File: config.mk
export PLATFORM = sky130hd
export DESIGN_NAME = vcl_dev_end_flat
export DESIGN_NICKNAME = d
export VERILOG_FILES = /design/src/vcl_pkg.sv /design/src/vcl_link_if.sv /design/src/vcl_dev_end.sv /design/src/flat_wrapper.sv
export SDC_FILE = /design/constraint.sdc
export NUM_CORES = 1
export LEC_CHECK = 0
export BUFFER_PORTS_ARGS = -buffer_cell sky130_fd_sc_hd__buf_2
export CAP_MARGIN = 15
export CORE_ASPECT_RATIO = 1.2
export CORE_MARGIN = 2
export CORE_UTILIZATION = 55
export DETAILED_ROUTE_END_ITERATION = 7
export PLACE_DENSITY = 0.71
export SLEW_MARGIN = 5
export SYNTH_ARGS = -nofsm -noshare
export SYNTH_HDL_FRONTEND = slang
export SYNTH_SLANG_ARGS = --single-unit
File: constraint.sdc
create_clock -name clk -period 8.1 [get_ports clk]
set_input_delay 0.405 -clock clk [delete_from_list [all_inputs] [get_ports clk]]
set_output_delay 0.405 -clock clk [all_outputs]
set_load 0.02 [all_outputs]
File: src/vcl_pkg.sv
/*
 vcl_pkg: constants, state types and token helpers shared by both link ends.
 assumes one 10 MHz clk for each end and a four wire serial link between them.
*/
`default_nettype none
package vcl_pkg;
	localparam int CLK_NS = 100;
	localparam int BIT_NS = 800;
	localparam logic [7:0] BIT_CYC = 8'((BIT_NS + CLK_NS - 1) / CLK_NS);
	localparam int NVL = 4;
	localparam logic [5:0] PKT_MAX = 6'h20;
	localparam logic [3:0] DATA_LEN = 4'ha;
	localparam logic [3:0] CTL_LEN = 4'h4;
	localparam logic [1:0] CTL_EOP = 2'h1;
	localparam logic [1:0] CTL_EOM = 2'h2;
	localparam int QDEPTH = 8;
	localparam logic [1:0] RR_RST = 2'h3;

	typedef enum logic [3:0] {
		T_IDLE = 4'h1,
		T_HDR = 4'h2,
		T_BODY = 4'h4,
		T_END = 4'h8
	} vcl_tx_t;

	typedef enum logic [1:0] {
		R_HDR = 2'h1,
		R_BODY = 2'h2
	} vcl_rx_t;

	// odd parity over flag and payload
	function automatic logic tok_par(input logic ctl, input logic [7:0] bits);
		return ctl ? ~^{1'b1, bits[1:0]} : ~^{1'b0, bits};
	endfunction

	// {found, index}; the entry after last wins first
	function automatic logic [2:0] rr_pick(input logic [3:0] req, input logic [1:0] last);
		logic [2:0] r;
		logic [1:0] j;
		r = 3'h0;
		for (int i = NVL; i >= 1; i--) begin
			j = last + 2'(i);
			if (req[j]) r = {1'b1, j};
		end
		return r;
	endfunction
endpackage
`default_nettype wire

File: src/vcl_link_if.sv
/*
 vcl_link_if: the four wire serial link between the two ends.
 assumes both ends drive their lines from flops; no wire is shared.
*/
`timescale 1ns/10ps
`default_nettype none
interface vcl_link_if;
	logic dev_data;
	logic dev_strobe;
	logic peer_data;
	logic peer_strobe;
	modport dev (output dev_data, output dev_strobe, input peer_data, input peer_strobe);
	modport peer (input dev_data, input dev_strobe, output peer_data, output peer_strobe);
endinterface
`default_nettype wire

File: src/vcl_dev_end.sv
/*
 vcl_fifo, vcl_ds_phy and vcl_dev_end: the multiplexing end of the link.
 assumes per channel byte sources that advance one byte after a take pulse.
*/
`timescale 1ns/10ps
`default_nettype none
module vcl_fifo #(parameter int W = 8, parameter int D = 8) (
	// clock and reset
	input wire logic clk,
	input wire logic sys_rst,
	// fill side
	input wire logic in_valid,
	input wire logic [W-1:0] in_data,
	output logic in_ready,
	// drain side
	output logic out_valid,
	output logic [W-1:0] out_data,
	input wire logic out_ready
);
	localparam int AW = $clog2(D);
	logic [W-1:0] mem [D];
	logic [AW-1:0] wp_r, rp_r;
	logic [AW:0] cnt_r, cnt_nxt;
	logic push, pop;

	assign push = in_valid && in_ready;
	assign pop = out_valid && out_ready;
	assign out_valid = cnt_r != '0;
	assign out_data = mem[rp_r];
	assign cnt_nxt = cnt_r + (AW+1)'(push) - (AW+1)'(pop);

	always_ff @(posedge clk) begin
		if (push) mem[wp_r] <= in_data;
	end

	always_ff @(posedge clk) begin
		if (sys_rst) begin
			wp_r <= '0;
			rp_r <= '0;
			cnt_r <= '0;
			in_ready <= 1'b0;
		end else begin
			if (push) wp_r <= wp_r + 1'b1;
			if (pop) rp_r <= rp_r + 1'b1;
			cnt_r <= cnt_nxt;
			in_ready <= cnt_nxt != (AW+1)'(D);
		end
	end
endmodule // vcl_fifo

module vcl_ds_phy import vcl_pkg::*; (
	// clock and reset
	input wire logic clk,
	input wire logic sys_rst,
	// token to send
	input wire logic tx_valid,
	input wire logic tx_ctl,
	input wire logic [7:0] tx_bits,
	output logic tx_ready,
	// token received
	output logic rx_valid,
	output logic rx_ctl,
	output logic [7:0] rx_bits,
	output logic rx_perr,
	// line
	output logic d_out,
	output logic s_out,
	input wire logic d_in,
	input wire logic s_in
);
	logic [9:0] tsh_r;
	logic [3:0] tcnt_r, rcnt_r;
	logic [7:0] div_r, rpay_r, nbits;
	logic bit_en, d1_r, d2_r, d3_r, s1_r, s2_r, s3_r, rpar_r, rflag_r, edge_seen, last_bit;

	assign bit_en = div_r == BIT_CYC - 8'h1;
	assign tx_ready = tcnt_r == 4'h0;

	always_ff @(posedge clk) begin
		if (sys_rst || bit_en) div_r <= 8'h0;
		else div_r <= div_r + 8'h1;
	end

	always_ff @(posedge clk) begin
		if (sys_rst) begin
			tsh_r <= 10'h0;
			tcnt_r <= 4'h0;
		end else if (tx_valid && tx_ready) begin
			tsh_r <= tx_ctl ? {6'h0, tx_bits[1:0], 1'b1, tok_par(1'b1, tx_bits)} :
				{tx_bits, 1'b0, tok_par(1'b0, tx_bits)};
			tcnt_r <= tx_ctl ? CTL_LEN : DATA_LEN;
		end else if (bit_en && !tx_ready) begin
			tsh_r <= tsh_r >> 1;
			tcnt_r <= tcnt_r - 4'h1;
		end
	end

	always_ff @(posedge clk) begin
		if (sys_rst) begin
			d_out <= 1'b0;
			s_out <= 1'b0;
		end else if (bit_en && !tx_ready) begin
			d_out <= tsh_r[0];
			if (tsh_r[0] == d_out) s_out <= ~s_out;
		end
	end

	// two flops per line before any logic looks at it
	always_ff @(posedge clk) begin
		if (sys_rst) begin
			{d1_r, d2_r, d3_r, s1_r, s2_r, s3_r} <= 6'h0;
		end else begin
			{d1_r, d2_r, d3_r} <= {d_in, d1_r, d2_r};
			{s1_r, s2_r, s3_r} <= {s_in, s1_r, s2_r};
		end
	end

	assign edge_seen = (d2_r ^ s2_r) != (d3_r ^ s3_r);
	assign last_bit = rcnt_r >= 4'h2 && rcnt_r == (rflag_r ? CTL_LEN : DATA_LEN) - 4'h1;
	assign nbits = rflag_r ? {6'h0, d2_r, rpay_r[7]} : {d2_r, rpay_r[7:1]};

	always_ff @(posedge clk) begin
		if (sys_rst) begin
			rcnt_r <= 4'h0;
			rpar_r <= 1'b0;
			rflag_r <= 1'b0;
			rpay_r <= 8'h0;
		end else if (edge_seen) begin
			if (rcnt_r == 4'h0) rpar_r <= d2_r;
			else if (rcnt_r == 4'h1) rflag_r <= d2_r;
			else rpay_r <= {d2_r, rpay_r[7:1]};
			rcnt_r <= last_bit ? 4'h0 : rcnt_r + 4'h1;
		end
	end

	always_ff @(posedge clk) begin
		if (sys_rst) begin
			rx_valid <= 1'b0;
			rx_ctl <= 1'b0;
			rx_bits <= 8'h0;
			rx_perr <= 1'b0;
		end else begin
			rx_valid <= edge_seen && last_bit;
			rx_perr <= edge_seen && last_bit && rpar_r != tok_par(rflag_r, nbits);
			if (edge_seen && last_bit) begin
				rx_ctl <= rflag_r;
				rx_bits <= nbits;
			end
		end
	end
endmodule // vcl_ds_phy

module vcl_dev_end import vcl_pkg::*; (
	// clock and reset
	input wire logic clk,
	input wire logic sys_rst,
	// link
	vcl_link_if.dev link,
	// send requests: chan[2] marks an on-chip channel
	input wire logic snd_valid,
	input wire logic [2:0] snd_chan,
	output logic snd_ready,
	// per channel byte sources
	input wire logic [3:0] src_valid,
	input wire logic [31:0] src_data,
	input wire logic [3:0] src_last,
	output logic [3:0] src_take,
	// sending processes
	output logic [3:0] out_wait,
	output logic out_done,
	output logic [2:0] out_done_chan,
	// receiving processes
	input wire logic [3:0] in_req,
	output logic [3:0] in_wait,
	output logic rcv_valid,
	output logic [1:0] rcv_chan,
	output logic [7:0] rcv_byte,
	output logic in_done,
	output logic [1:0] in_done_chan,
	output logic link_perr
);
	vcl_tx_t tst_r;
	vcl_rx_t rst_r;
	logic [3:0] fin_r, wack_r, ack_pend_r, bfull_r, beom_r;
	logic [1:0] tvl_r, rr_r, rvl_r, dvl_r;
	logic [5:0] tcnt_r, rcnt_r, didx_r;
	logic [5:0] blen_r [NVL];
	logic [7:0] bmem [NVL * 32];
	logic tack_r, teom_r, rdir_r, dact_r;
	logic ptx_valid, ptx_ctl, ptx_ready, tload, prx_valid, prx_ctl, prx_perr;
	logic [7:0] ptx_bits, prx_bits;
	logic q_valid, q_pop, rx_hdr, rx_byte, rx_end, rx_eom, got_ack, dgo, dfin;
	logic [2:0] q_chan, gnt, dpick, rel;

	vcl_fifo #(.W(3), .D(QDEPTH)) u_sendq (
		.clk(clk),
		.sys_rst(sys_rst),
		.in_valid(snd_valid),
		.in_data(snd_chan),
		.in_ready(snd_ready),
		.out_valid(q_valid),
		.out_data(q_chan),
		.out_ready(q_pop)
	);

	vcl_ds_phy u_phy (
		.clk(clk),
		.sys_rst(sys_rst),
		.tx_valid(ptx_valid),
		.tx_ctl(ptx_ctl),
		.tx_bits(ptx_bits),
		.tx_ready(ptx_ready),
		.rx_valid(prx_valid),
		.rx_ctl(prx_ctl),
		.rx_bits(prx_bits),
		.rx_perr(prx_perr),
		.d_out(link.dev_data),
		.s_out(link.dev_strobe),
		.d_in(link.peer_data),
		.s_in(link.peer_strobe)
	);

	// link events
	assign rx_hdr = prx_valid && !prx_ctl && rst_r == R_HDR;
	assign rx_byte = prx_valid && !prx_ctl && rst_r == R_BODY;
	assign rx_end = prx_valid && prx_ctl && rst_r == R_BODY;
	assign rx_eom = prx_bits[1:0] == CTL_EOM;
	assign got_ack = rx_end && !rx_eom && rcnt_r == 6'h0;
	assign q_pop = q_valid && !rel[2] && (q_chan[2] || !out_wait[q_chan[1:0]]);
	assign gnt = rr_pick(ack_pend_r | (out_wait & ~wack_r & ~fin_r & src_valid), rr_r);
	assign rel = rr_pick(fin_r & ~wack_r, RR_RST);
	assign dpick = rr_pick(in_wait & bfull_r, dvl_r);
	assign dgo = dact_r && !prx_valid;
	assign dfin = dgo && didx_r == blen_r[dvl_r];
	assign tload = ptx_valid && ptx_ready;

	always_comb begin
		ptx_valid = 1'b0;
		ptx_ctl = 1'b0;
		ptx_bits = 8'h0;
		case (tst_r)
			T_HDR: begin
				ptx_valid = 1'b1;
				ptx_bits = {6'h0, tvl_r};
			end
			T_BODY: begin
				ptx_valid = src_valid[tvl_r];
				ptx_bits = src_data[{tvl_r, 3'h0} +: 8];
			end
			T_END: begin
				ptx_valid = 1'b1;
				ptx_ctl = 1'b1;
				ptx_bits = {6'h0, teom_r ? CTL_EOM : CTL_EOP};
			end
			default: ;
		endcase
	end

	// transmit sequencer: one whole packet per grant
	always_ff @(posedge clk) begin
		if (sys_rst) begin
			tst_r <= T_IDLE;
			tvl_r <= 2'h0;
			rr_r <= RR_RST;
			tack_r <= 1'b0;
			teom_r <= 1'b0;
			tcnt_r <= 6'h0;
		end else begin
			case (tst_r)
				T_IDLE: if (gnt[2]) begin
					tvl_r <= gnt[1:0];
					rr_r <= gnt[1:0];
					tack_r <= ack_pend_r[gnt[1:0]];
					tst_r <= T_HDR;
				end
				T_HDR: if (tload) begin
					tst_r <= tack_r ? T_END : T_BODY;
					tcnt_r <= 6'h0;
					teom_r <= 1'b0;
				end
				T_BODY: if (tload) begin
					tcnt_r <= tcnt_r + 6'h1;
					if (src_last[tvl_r]) begin
						teom_r <= 1'b1;
						tst_r <= T_END;
					end else if (tcnt_r == PKT_MAX - 6'h1) begin
						tst_r <= T_END;
					end
				end
				T_END: if (tload) tst_r <= T_IDLE;
				default: tst_r <= T_IDLE;
			endcase
		end
	end

	always_ff @(posedge clk) begin
		if (sys_rst) src_take <= 4'h0;
		else src_take <= (tst_r == T_BODY && tload) ? 4'h1 << tvl_r : 4'h0;
	end

	// sending channel state
	always_ff @(posedge clk) begin
		if (sys_rst) begin
			out_wait <= 4'h0;
			fin_r <= 4'h0;
			wack_r <= 4'h0;
			out_done <= 1'b0;
			out_done_chan <= 3'h0;
		end else begin
			out_done <= 1'b0;
			if (got_ack) wack_r[rvl_r] <= 1'b0;
			if (tst_r == T_HDR && tload && !tack_r) wack_r[tvl_r] <= 1'b1;
			if (tst_r == T_END && tload && teom_r) fin_r[tvl_r] <= 1'b1;
			if (rel[2]) begin
				out_wait[rel[1:0]] <= 1'b0;
				fin_r[rel[1:0]] <= 1'b0;
				out_done <= 1'b1;
				out_done_chan <= {1'b0, rel[1:0]};
			end
			if (q_pop && q_chan[2]) begin
				out_done <= 1'b1;
				out_done_chan <= q_chan;
			end else if (q_pop) begin
				out_wait[q_chan[1:0]] <= 1'b1;
			end
		end
	end

	// acks owed; a new one wins over the clear by a grant
	always_ff @(posedge clk) begin
		if (sys_rst) begin
			ack_pend_r <= 4'h0;
		end else begin
			if (tst_r == T_IDLE && gnt[2]) ack_pend_r[gnt[1:0]] <= 1'b0;
			if ((rx_byte || (rx_end && rx_eom)) && rdir_r && rcnt_r == 6'h0) ack_pend_r[rvl_r] <= 1'b1;
			if (dfin) ack_pend_r[dvl_r] <= 1'b1;
		end
	end

	always_ff @(posedge clk) begin
		if (sys_rst) begin
			in_wait <= 4'h0;
		end else begin
			if (rx_end && rdir_r && rx_eom) in_wait[rvl_r] <= 1'b0;
			if (dfin && beom_r[dvl_r]) in_wait[dvl_r] <= 1'b0;
			for (int i = 0; i < NVL; i++) if (in_req[i]) in_wait[i] <= 1'b1;
		end
	end

	// receive framing and per link buffer state
	always_ff @(posedge clk) begin
		if (sys_rst) begin
			rst_r <= R_HDR;
			rvl_r <= 2'h0;
			rcnt_r <= 6'h0;
			rdir_r <= 1'b0;
			bfull_r <= 4'h0;
			beom_r <= 4'h0;
			for (int i = 0; i < NVL; i++) blen_r[i] <= 6'h0;
		end else begin
			if (rx_hdr) begin
				rvl_r <= prx_bits[1:0];
				rcnt_r <= 6'h0;
				rdir_r <= in_wait[prx_bits[1:0]];
				rst_r <= R_BODY;
			end
			if (rx_byte && rcnt_r != PKT_MAX) rcnt_r <= rcnt_r + 6'h1;
			if (rx_end) begin
				rst_r <= R_HDR;
				if (!rdir_r && !got_ack) begin
					bfull_r[rvl_r] <= 1'b1;
					beom_r[rvl_r] <= rx_eom;
					blen_r[rvl_r] <= rcnt_r;
				end
			end
			if (dfin) bfull_r[dvl_r] <= 1'b0;
		end
	end

	always_ff @(posedge clk) begin
		if (rx_byte && !rdir_r && rcnt_r != PKT_MAX) bmem[{rvl_r, rcnt_r[4:0]}] <= prx_bits;
	end

	// hands a buffered packet over once the process asks
	always_ff @(posedge clk) begin
		if (sys_rst) begin
			dact_r <= 1'b0;
			dvl_r <= 2'h0;
			didx_r <= 6'h0;
		end else if (!dact_r) begin
			if (dpick[2]) begin
				dact_r <= 1'b1;
				dvl_r <= dpick[1:0];
				didx_r <= 6'h0;
			end
		end else if (dgo) begin
			if (dfin) dact_r <= 1'b0;
			else didx_r <= didx_r + 6'h1;
		end
	end

	always_ff @(posedge clk) begin
		if (sys_rst) begin
			rcv_valid <= 1'b0;
			rcv_chan <= 2'h0;
			rcv_byte <= 8'h0;
			in_done <= 1'b0;
			in_done_chan <= 2'h0;
			link_perr <= 1'b0;
		end else begin
			rcv_valid <= (rx_byte && rdir_r) || (dgo && !dfin);
			rcv_chan <= rx_byte ? rvl_r : dvl_r;
			rcv_byte <= rx_byte ? prx_bits : bmem[{dvl_r, didx_r[4:0]}];
			in_done <= (rx_end && rdir_r && rx_eom) || (dfin && beom_r[dvl_r]);
			in_done_chan <= rx_end ? rvl_r : dvl_r;
			link_perr <= prx_valid && prx_perr;
		end
	end
endmodule // vcl_dev_end
`default_nettype wire

File: src/flat_wrapper.sv
// flat-port wrapper written by rule: the top's interface ports become plain ports
module vcl_dev_end_flat import vcl_pkg::*;
  (clk, sys_rst, snd_valid, snd_chan, snd_ready, src_valid, src_data, src_last, src_take, out_wait, out_done, out_done_chan, in_req, in_wait, rcv_valid, rcv_chan, rcv_byte, in_done, in_done_chan, link_perr, link_dev_data, link_dev_strobe, link_peer_data, link_peer_strobe);
  vcl_link_if link_i ();
  input wire logic clk;
  input wire logic sys_rst;
  input wire logic snd_valid;
  input wire logic [2:0] snd_chan;
  output logic snd_ready;
  input wire logic [3:0] src_valid;
  input wire logic [31:0] src_data;
  input wire logic [3:0] src_last;
  output logic [3:0] src_take;
  output logic [3:0] out_wait;
  output logic out_done;
  output logic [2:0] out_done_chan;
  input wire logic [3:0] in_req;
  output logic [3:0] in_wait;
  output logic rcv_valid;
  output logic [1:0] rcv_chan;
  output logic [7:0] rcv_byte;
  output logic in_done;
  output logic [1:0] in_done_chan;
  output logic link_perr;
  output wire logic [$bits(link_i.dev_data)-1:0] link_dev_data;
  output wire logic [$bits(link_i.dev_strobe)-1:0] link_dev_strobe;
  input wire logic [$bits(link_i.peer_data)-1:0] link_peer_data;
  input wire logic [$bits(link_i.peer_strobe)-1:0] link_peer_strobe;
  assign link_dev_data = link_i.dev_data;
  assign link_dev_strobe = link_i.dev_strobe;
  assign link_i.peer_data = link_peer_data;
  assign link_i.peer_strobe = link_peer_strobe;
  vcl_dev_end u_core (.clk(clk), .sys_rst(sys_rst), .link(link_i), .snd_valid(snd_valid), .snd_chan(snd_chan), .snd_ready(snd_ready), .src_valid(src_valid), .src_data(src_data), .src_last(src_last), .src_take(src_take), .out_wait(out_wait), .out_done(out_done), .out_done_chan(out_done_chan), .in_req(in_req), .in_wait(in_wait), .rcv_valid(rcv_valid), .rcv_chan(rcv_chan), .rcv_byte(rcv_byte), .in_done(in_done), .in_done_chan(in_done_chan), .link_perr(link_perr));
endmodule
; Word level (Yosys, flattened, before mapping)
; Memory sizes are Yosys's and may differ from the RTL's. A register that Yosys moved wholly into a read port is not among the register bits.
; Cells that the tools add are included.
[totals]
ram_bits = 1072
input_bits = 52
word_cells = 382
regBits = 153
out_inout_bits = 34
n_memories = 3
[classes]
muxes = 142
n_bitwise = 32
n_eq_ne = 26
n_lt_le_gt_ge = 21
n_addsub = 17
n_reduce_logical = 87
n_shift = 2
[memory_table]
columns = memory, words, width, read_ports, rd_clocked_by_memory_dff, write_ports, line_no
row1 = u_core.bmem, 128, 8, 1, 0, 1, vcl_dev_end.sv:188  ; logic [7:0] bmem [NVL * 32];
row2 = u_core.blen_r, 4, 6, 1, 1, 4, vcl_dev_end.sv:187  ; logic [5:0] blen_r [NVL];
row3 = u_core.u_sendq.mem, 8, 3, 1, 1, 1, vcl_dev_end.sv:21  ; logic [W-1:0] mem [D];
[op_table]
columns = op, count
row1 = $mux W4, 34
row2 = $mux W6, 9
row3 = $and A4 B4 Y4, 12
row4 = $mux W3, 16
row5 = $mux W1, 46
row6 = $logic_and A1 B1 Y1, 44
row7 = $lt A2 B3 Y1 const B, 14
row8 = $shiftx A32 B6 Y8, 1
row9 = $mux W10, 3
row10 = $bmux W1 S2, 14
row11 = $or A4 B4 Y4, 7
row12 = $not A4 Y4, 6
row13 = $pmux W8 S3, 1
row14 = $add A6 B1 Y6 const B, 3
row15 = $reduce_xnor A9 Y1, 2
row16 = $mux W8, 2
row17 = $pmux W4 S4, 1
row18 = $reduce_and A3 Y1, 5
row19 = $demux W1 S2, 6
row20 = $ge A2 B1 Y1 const B, 6
row21 = $mux W2, 6
row22 = $pmux W6 S2, 1
row23 = $logic_not A1 Y1, 10
row24 = $ne A2 B1 Y1 const B, 5
row25 = 41 further kinds, 73

; Longest topological paths before layout
[depth]
word_depth = 24
ltp_mapped = 15
mapped_depth_nobuf = 14

; Modules after synthesis
; A second synthesis with hierarchy kept.
[hier_totals]
cells_unflattened = 2966
hier_area_um2 = 49607.6
[by_module_without_submodules]
columns = module, n_inst, cells_each, area_per_inst_um2, seq_area_each_um2
row1 = vcl_dev_end, 1, 2586, 45529.9, 33251.9
row2 = vcl_ds_phy, 1, 267, 2453.6, 1081.0
row3 = vcl_fifo, 1, 113, 1624.1, 1001.0

; Worst setup path after synthesis
; No wires, ideal clock.
[synth_timing]
kind = register -> register
start = register u_core.u_phy.rx_bits[1]
end = memory u_core.blen_r[0][0] (enable)
required_time_ns = 7.778
n_path_buf = 0
t_arrival_ns = 3.426
path_stages_with_launch = 6
setup_slack_ns = 4.351
path_cell_list = dfxtp_1 nor2b_1 nor2_1 nor3_1 nand2_1 nand2b_1
[synth_lines]
columns = element, line_no
row1 = "start, declared", vcl_dev_end.sv:63  ; output logic [7:0] rx_bits,
row2 = "start signal, assigned", vcl_dev_end.sv:147  ; rx_bits <= nbits;
row3 = "end, declared", vcl_dev_end.sv:187

; Worst setup path after layout
[layout_timing]
start = register u_core.didx_r[3]
end = register u_core.rcv_byte[0]
[layout_between]
elab_chain_cells = 2
[layout_lines]
columns = element, line_no
row1 = "start, declared", vcl_dev_end.sv:186  ; logic [5:0] tcnt_r, rcnt_r, didx_r;
row2 = "start signal, assigned", vcl_dev_end.sv:398  ; else didx_r <= didx_r + 6'h1;
row3 = $mem_v2 Z128 W8, --
row4 = $mux W8, vcl_dev_end.sv:413  ; rcv_byte <= rx_byte ? prx_bits : bmem[{dvl_r, didx_r[4:0]}];
row5 = "end signal, assigned", vcl_dev_end.sv:413
row6 = "end, declared", vcl_dev_end.sv:177  ; output logic [7:0] rcv_byte,
; No other way between the ends.
; A chain may end at the register's enable or synchronous reset.

==> results_dict.tcl <==
set metrics [dict create \
    status "finished clean" \
    pwr-share-comb 0.044 \
    drt_first_pass_iters 5 \
    ir_worst_vdd_mv 0.175 \
    synth_seq_cells 1229 \
    fin_crit_sh 0.566 \
    die_area_sq_um 91300 \
    cts_buffers 112 \
    die_w_microns 276 \
    fin_nets 2951 \
    cp-end-kind "register" \
    reg2reg_setup_slack_ns 3.52 \
    grt_pass1_wl_microns 176000 \
    cts_buffer_depth 3 \
    min_to "u_core.u_sendq.mem[5][0]$_DFFE_PP_" \
    drt_iter0_drc 2877 \
    antenna_found_initial 0 \
    hold_viol_final 0 \
    synth_cell_types 75 \
    h-tree-depth 3 \
    wire_per_inst_microns 28.6 \
    ys.flop_type "edfxtp_1" \
    p_per_area_nw_per_um2 237 \
    synth_xor_area_frac 0.00903 \
    synthMuxAreaShare 0.139 \
    die_y_microns 331 \
    fmax_ghz 0.218 \
    post-cts-setup-buffer-count 0 \
    start_util 0.556 \
    layout-drive-gt1-share 0.189 \
    synthesis.nets 2868 \
    grt_max_degree 108 \
    holdWs_ns 0.0238 \
    syn_area_sq_um 48900 \
    cts.clk_slew.worst_paths_ns 0.06 \
    final_cells 4125 \
    layout_common_cells "edfxtp_1, nor2_1, mux4_2, dfxtp_1, nand2_1" \
    area_delta_synth_final_pct 10.7 \
    async_reset_ff_frac 0 \
    hold_depth 1 \
    worstPathRequired_ns 8.72 \
    crit_chain "buf_4 -> nand3b_1 -> buf_4 -> o221ai_1 -> a21oi_1 -> a2111oi_0 -> nor3_1 -> o21ai_1" \
    finClkSkew_ns 0.0308 \
    intPower_w 0.0101 \
    synth_compound_area_frac 0.0505 \
    post-route-util 0.615 \
    swShare 0.209 \
    ctsRootBufferMaster "clkbuf_16" \
    yosysWarnings 0 \
    vias 26700 \
    grt_pass1_vias 27200 \
    critPathMaxStageDelay_ns 1.12 \
    worst_pin_slew_ns 1.33 \
    core_area_sq_um 88000 \
    cp_num_buf_inv 2 \
    drc_errors 0 \
    setup_tns_ns 0 \
    post-place-ws_ns 3.72 \
    p_leak_nw 17.0 \
    cp_num_cells 8 \
    cts_tree "done" \
    synth-simple-area-share 0.0545 \
    cp_data_arrival_time_ns 5.20 \
    reg2reg_from "u_core.didx_r[3]$_SDFFE_PP0P_" \
    hpwl_microns 70800 \
    rr_endpoint "u_core.rcv_byte[0]$_SDFF_PP0_" \
    dp.cells 3904 \
    min_from "snd_chan[0]" \
    clk_latency_ns 0.69 \
    cp_top_family "compound AO/OA/AOI/OAI gates" \
    portBuffers 85 \
    fp-row-count 119 \
    maxCapViolations 0 \
    slew_headroom 0.113 \
    wl_microns 118000 \
    setup_violations 0 \
    r2r_cells 8 \
    synthAdderAreaFrac 0.00578 \
    cts.sinks 1229 \
    synth_top_family_by_area "multiplexers" \
    setup_slack_ns 3.52 \
    crit_slowest_cell "a2111oi_0" \
    synth_seq_area_share 0.723 \
    ant_nets 0 \
    worst_path_most_repeated_cell "buf_4" \
    hp-class "input pin to register" \
    routed_via_density 6.47 \
    syn_avg_cell_area_sq_um 17.5 \
    clock_power_share 0.415 \
    grt_overflow 0 \
    p_sw_w 0.00268 \
    period_needed_ns 4.58 \
    rsz0062_at_grt "no" \
    synthCells 2794 \
    grtUsageTotal 0.260 \
    crit_fanout 22 \
    worstSetupPathType "register to register" \
    layout_commonest_cell "edfxtp_1" \
    critPathLaunchType "register" \
    place.gp.congestion 0.881 \
    slew_viol_final 0 \
    io_pins 86 \
    synth-edff-count 1072 \
    p_seq_frac 0.541 \
]
==> flip-flops by register name (all words and copies together), names as in the netlist, 6 cells and up, named ones only <==
name and count:
u_core.bmem 1024, u_core.blen_r 24, u_core.u_sendq.mem 24, u_core.u_phy.tsh_r 10
u_core.rcv_byte 8, u_core.u_phy.div_r 8, u_core.u_phy.rx_bits 8, u_core.u_phy.rpay_r 7
u_core.didx_r 6, u_core.rcnt_r 6, u_core.tcnt_r 6
==> logic make-up after synthesis <==
family / after synthesis
multiplexers: 365
AND/OR/NAND/NOR: 581
AO/OA/AOI/OAI: 362
flip-flops: 1229
buffers and inverters: 187
XOR/XNOR: 48
adder cells (fa/ha/maj): 22
==> final cells by class <==
| cell class | instances | area, sq um |
|---|---|---|
| repair buffers | 127 | 788 |
| clock inverters | 69 | 679 |
| well taps | 1149 | 1440 |
| inverters | 29 | 109 |
| clock buffers | 143 | 3010 |
| flip-flops and latches | 1229 | 35400 |
| fillers | 6142 | 33900 |
| diodes | 1 | 2.50 |
| multi-input cells | 1378 | 12700 |
==> worst max-delay path by stage <==
stage                                                     from                           endpoint
after global routing             u_core.didx_r[0]$_SDFFE_PP0P_      u_core.rcv_byte[1]$_SDFF_PP0_
after floorplan           u_core.u_phy.rx_bits[1]$_SDFFE_PP0P_  u_core.blen_r[0][0]$_SDFFCE_PN0P_
after CTS                        u_core.didx_r[3]$_SDFFE_PP0P_      u_core.rcv_byte[0]$_SDFF_PP0_
final                            u_core.didx_r[3]$_SDFFE_PP0P_      u_core.rcv_byte[0]$_SDFF_PP0_
after detailed placement         u_core.didx_r[0]$_SDFFE_PP0P_      u_core.rcv_byte[1]$_SDFF_PP0_
after global placement           u_core.didx_r[0]$_SDFFE_PP0P_      u_core.rcv_byte[1]$_SDFF_PP0_
==> layer usage <==
layer	share of wire	GRT usage	vias to the layer above
met5	0	0	-
met2	0.51	0.444	1331
met3	0.084	0.0454	239
li1	-	-	11300
met1	0.37	0.337	13800
met4	0.036	0.103	0
==> metrics by stage <==
step | power, W | cell area (sq um)
CTS | 0.0129 | 54100
global placement | 0.00760 | 50300
global route | 0.0132 | 54100
floorplan | 0.00749 | 48900
detailed placement | 0.00763 | 50300
finish | 0.0128 | 54100
==> power groups by stage <==
stage,registers (W),logic (W),clock network [W]
finish,0.00694,0.000566,0.00532
global route,0.00695,0.000624,0.00561
CTS,0.00694,0.000566,0.00538
detailed placement,0.00708,0.000555,0
global placement,0.00707,0.000531,0
floorplan,0.00706,0.000428,0
==> repair_timing <==
action / CTS / global route
endpoints found under the setup margin: 0 / 0
endpoints found under the hold margin: 22 / 0
resized for setup: 0 / 0
hold buffers: 8 / 0
==> synth_stat cells, drive strengths merged, types with 21 or more instances <==
cell type | instances | share of area
edfxtp | 1072 | 0.66
nor2 | 250 | 0.019
mux4 | 249 | 0.12
dfxtp | 157 | 0.064
nand2 | 129 | 0.0099
mux2i | 114 | 0.023
a21oi | 97 | 0.010
clkbuf | 93 | 0.0071
buf | 65 | 0.0093
nand3 | 42 | 0.0043
o21ai | 39 | 0.0040
a22oi | 38 | 0.0058
xnor2 | 30 | 0.0055
a211oi | 29 | 0.0045
inv | 29 | 0.0022
o22ai | 29 | 0.0037
nor2b | 27 | 0.0035
nor3 | 27 | 0.0029
a22o | 26 | 0.0047
and3 | 25 | 0.0032
o221ai | 25 | 0.0045
a2111oi | 23 | 0.0041
ha | 21 | 0.0054
(Power assumes the default switching activity.)
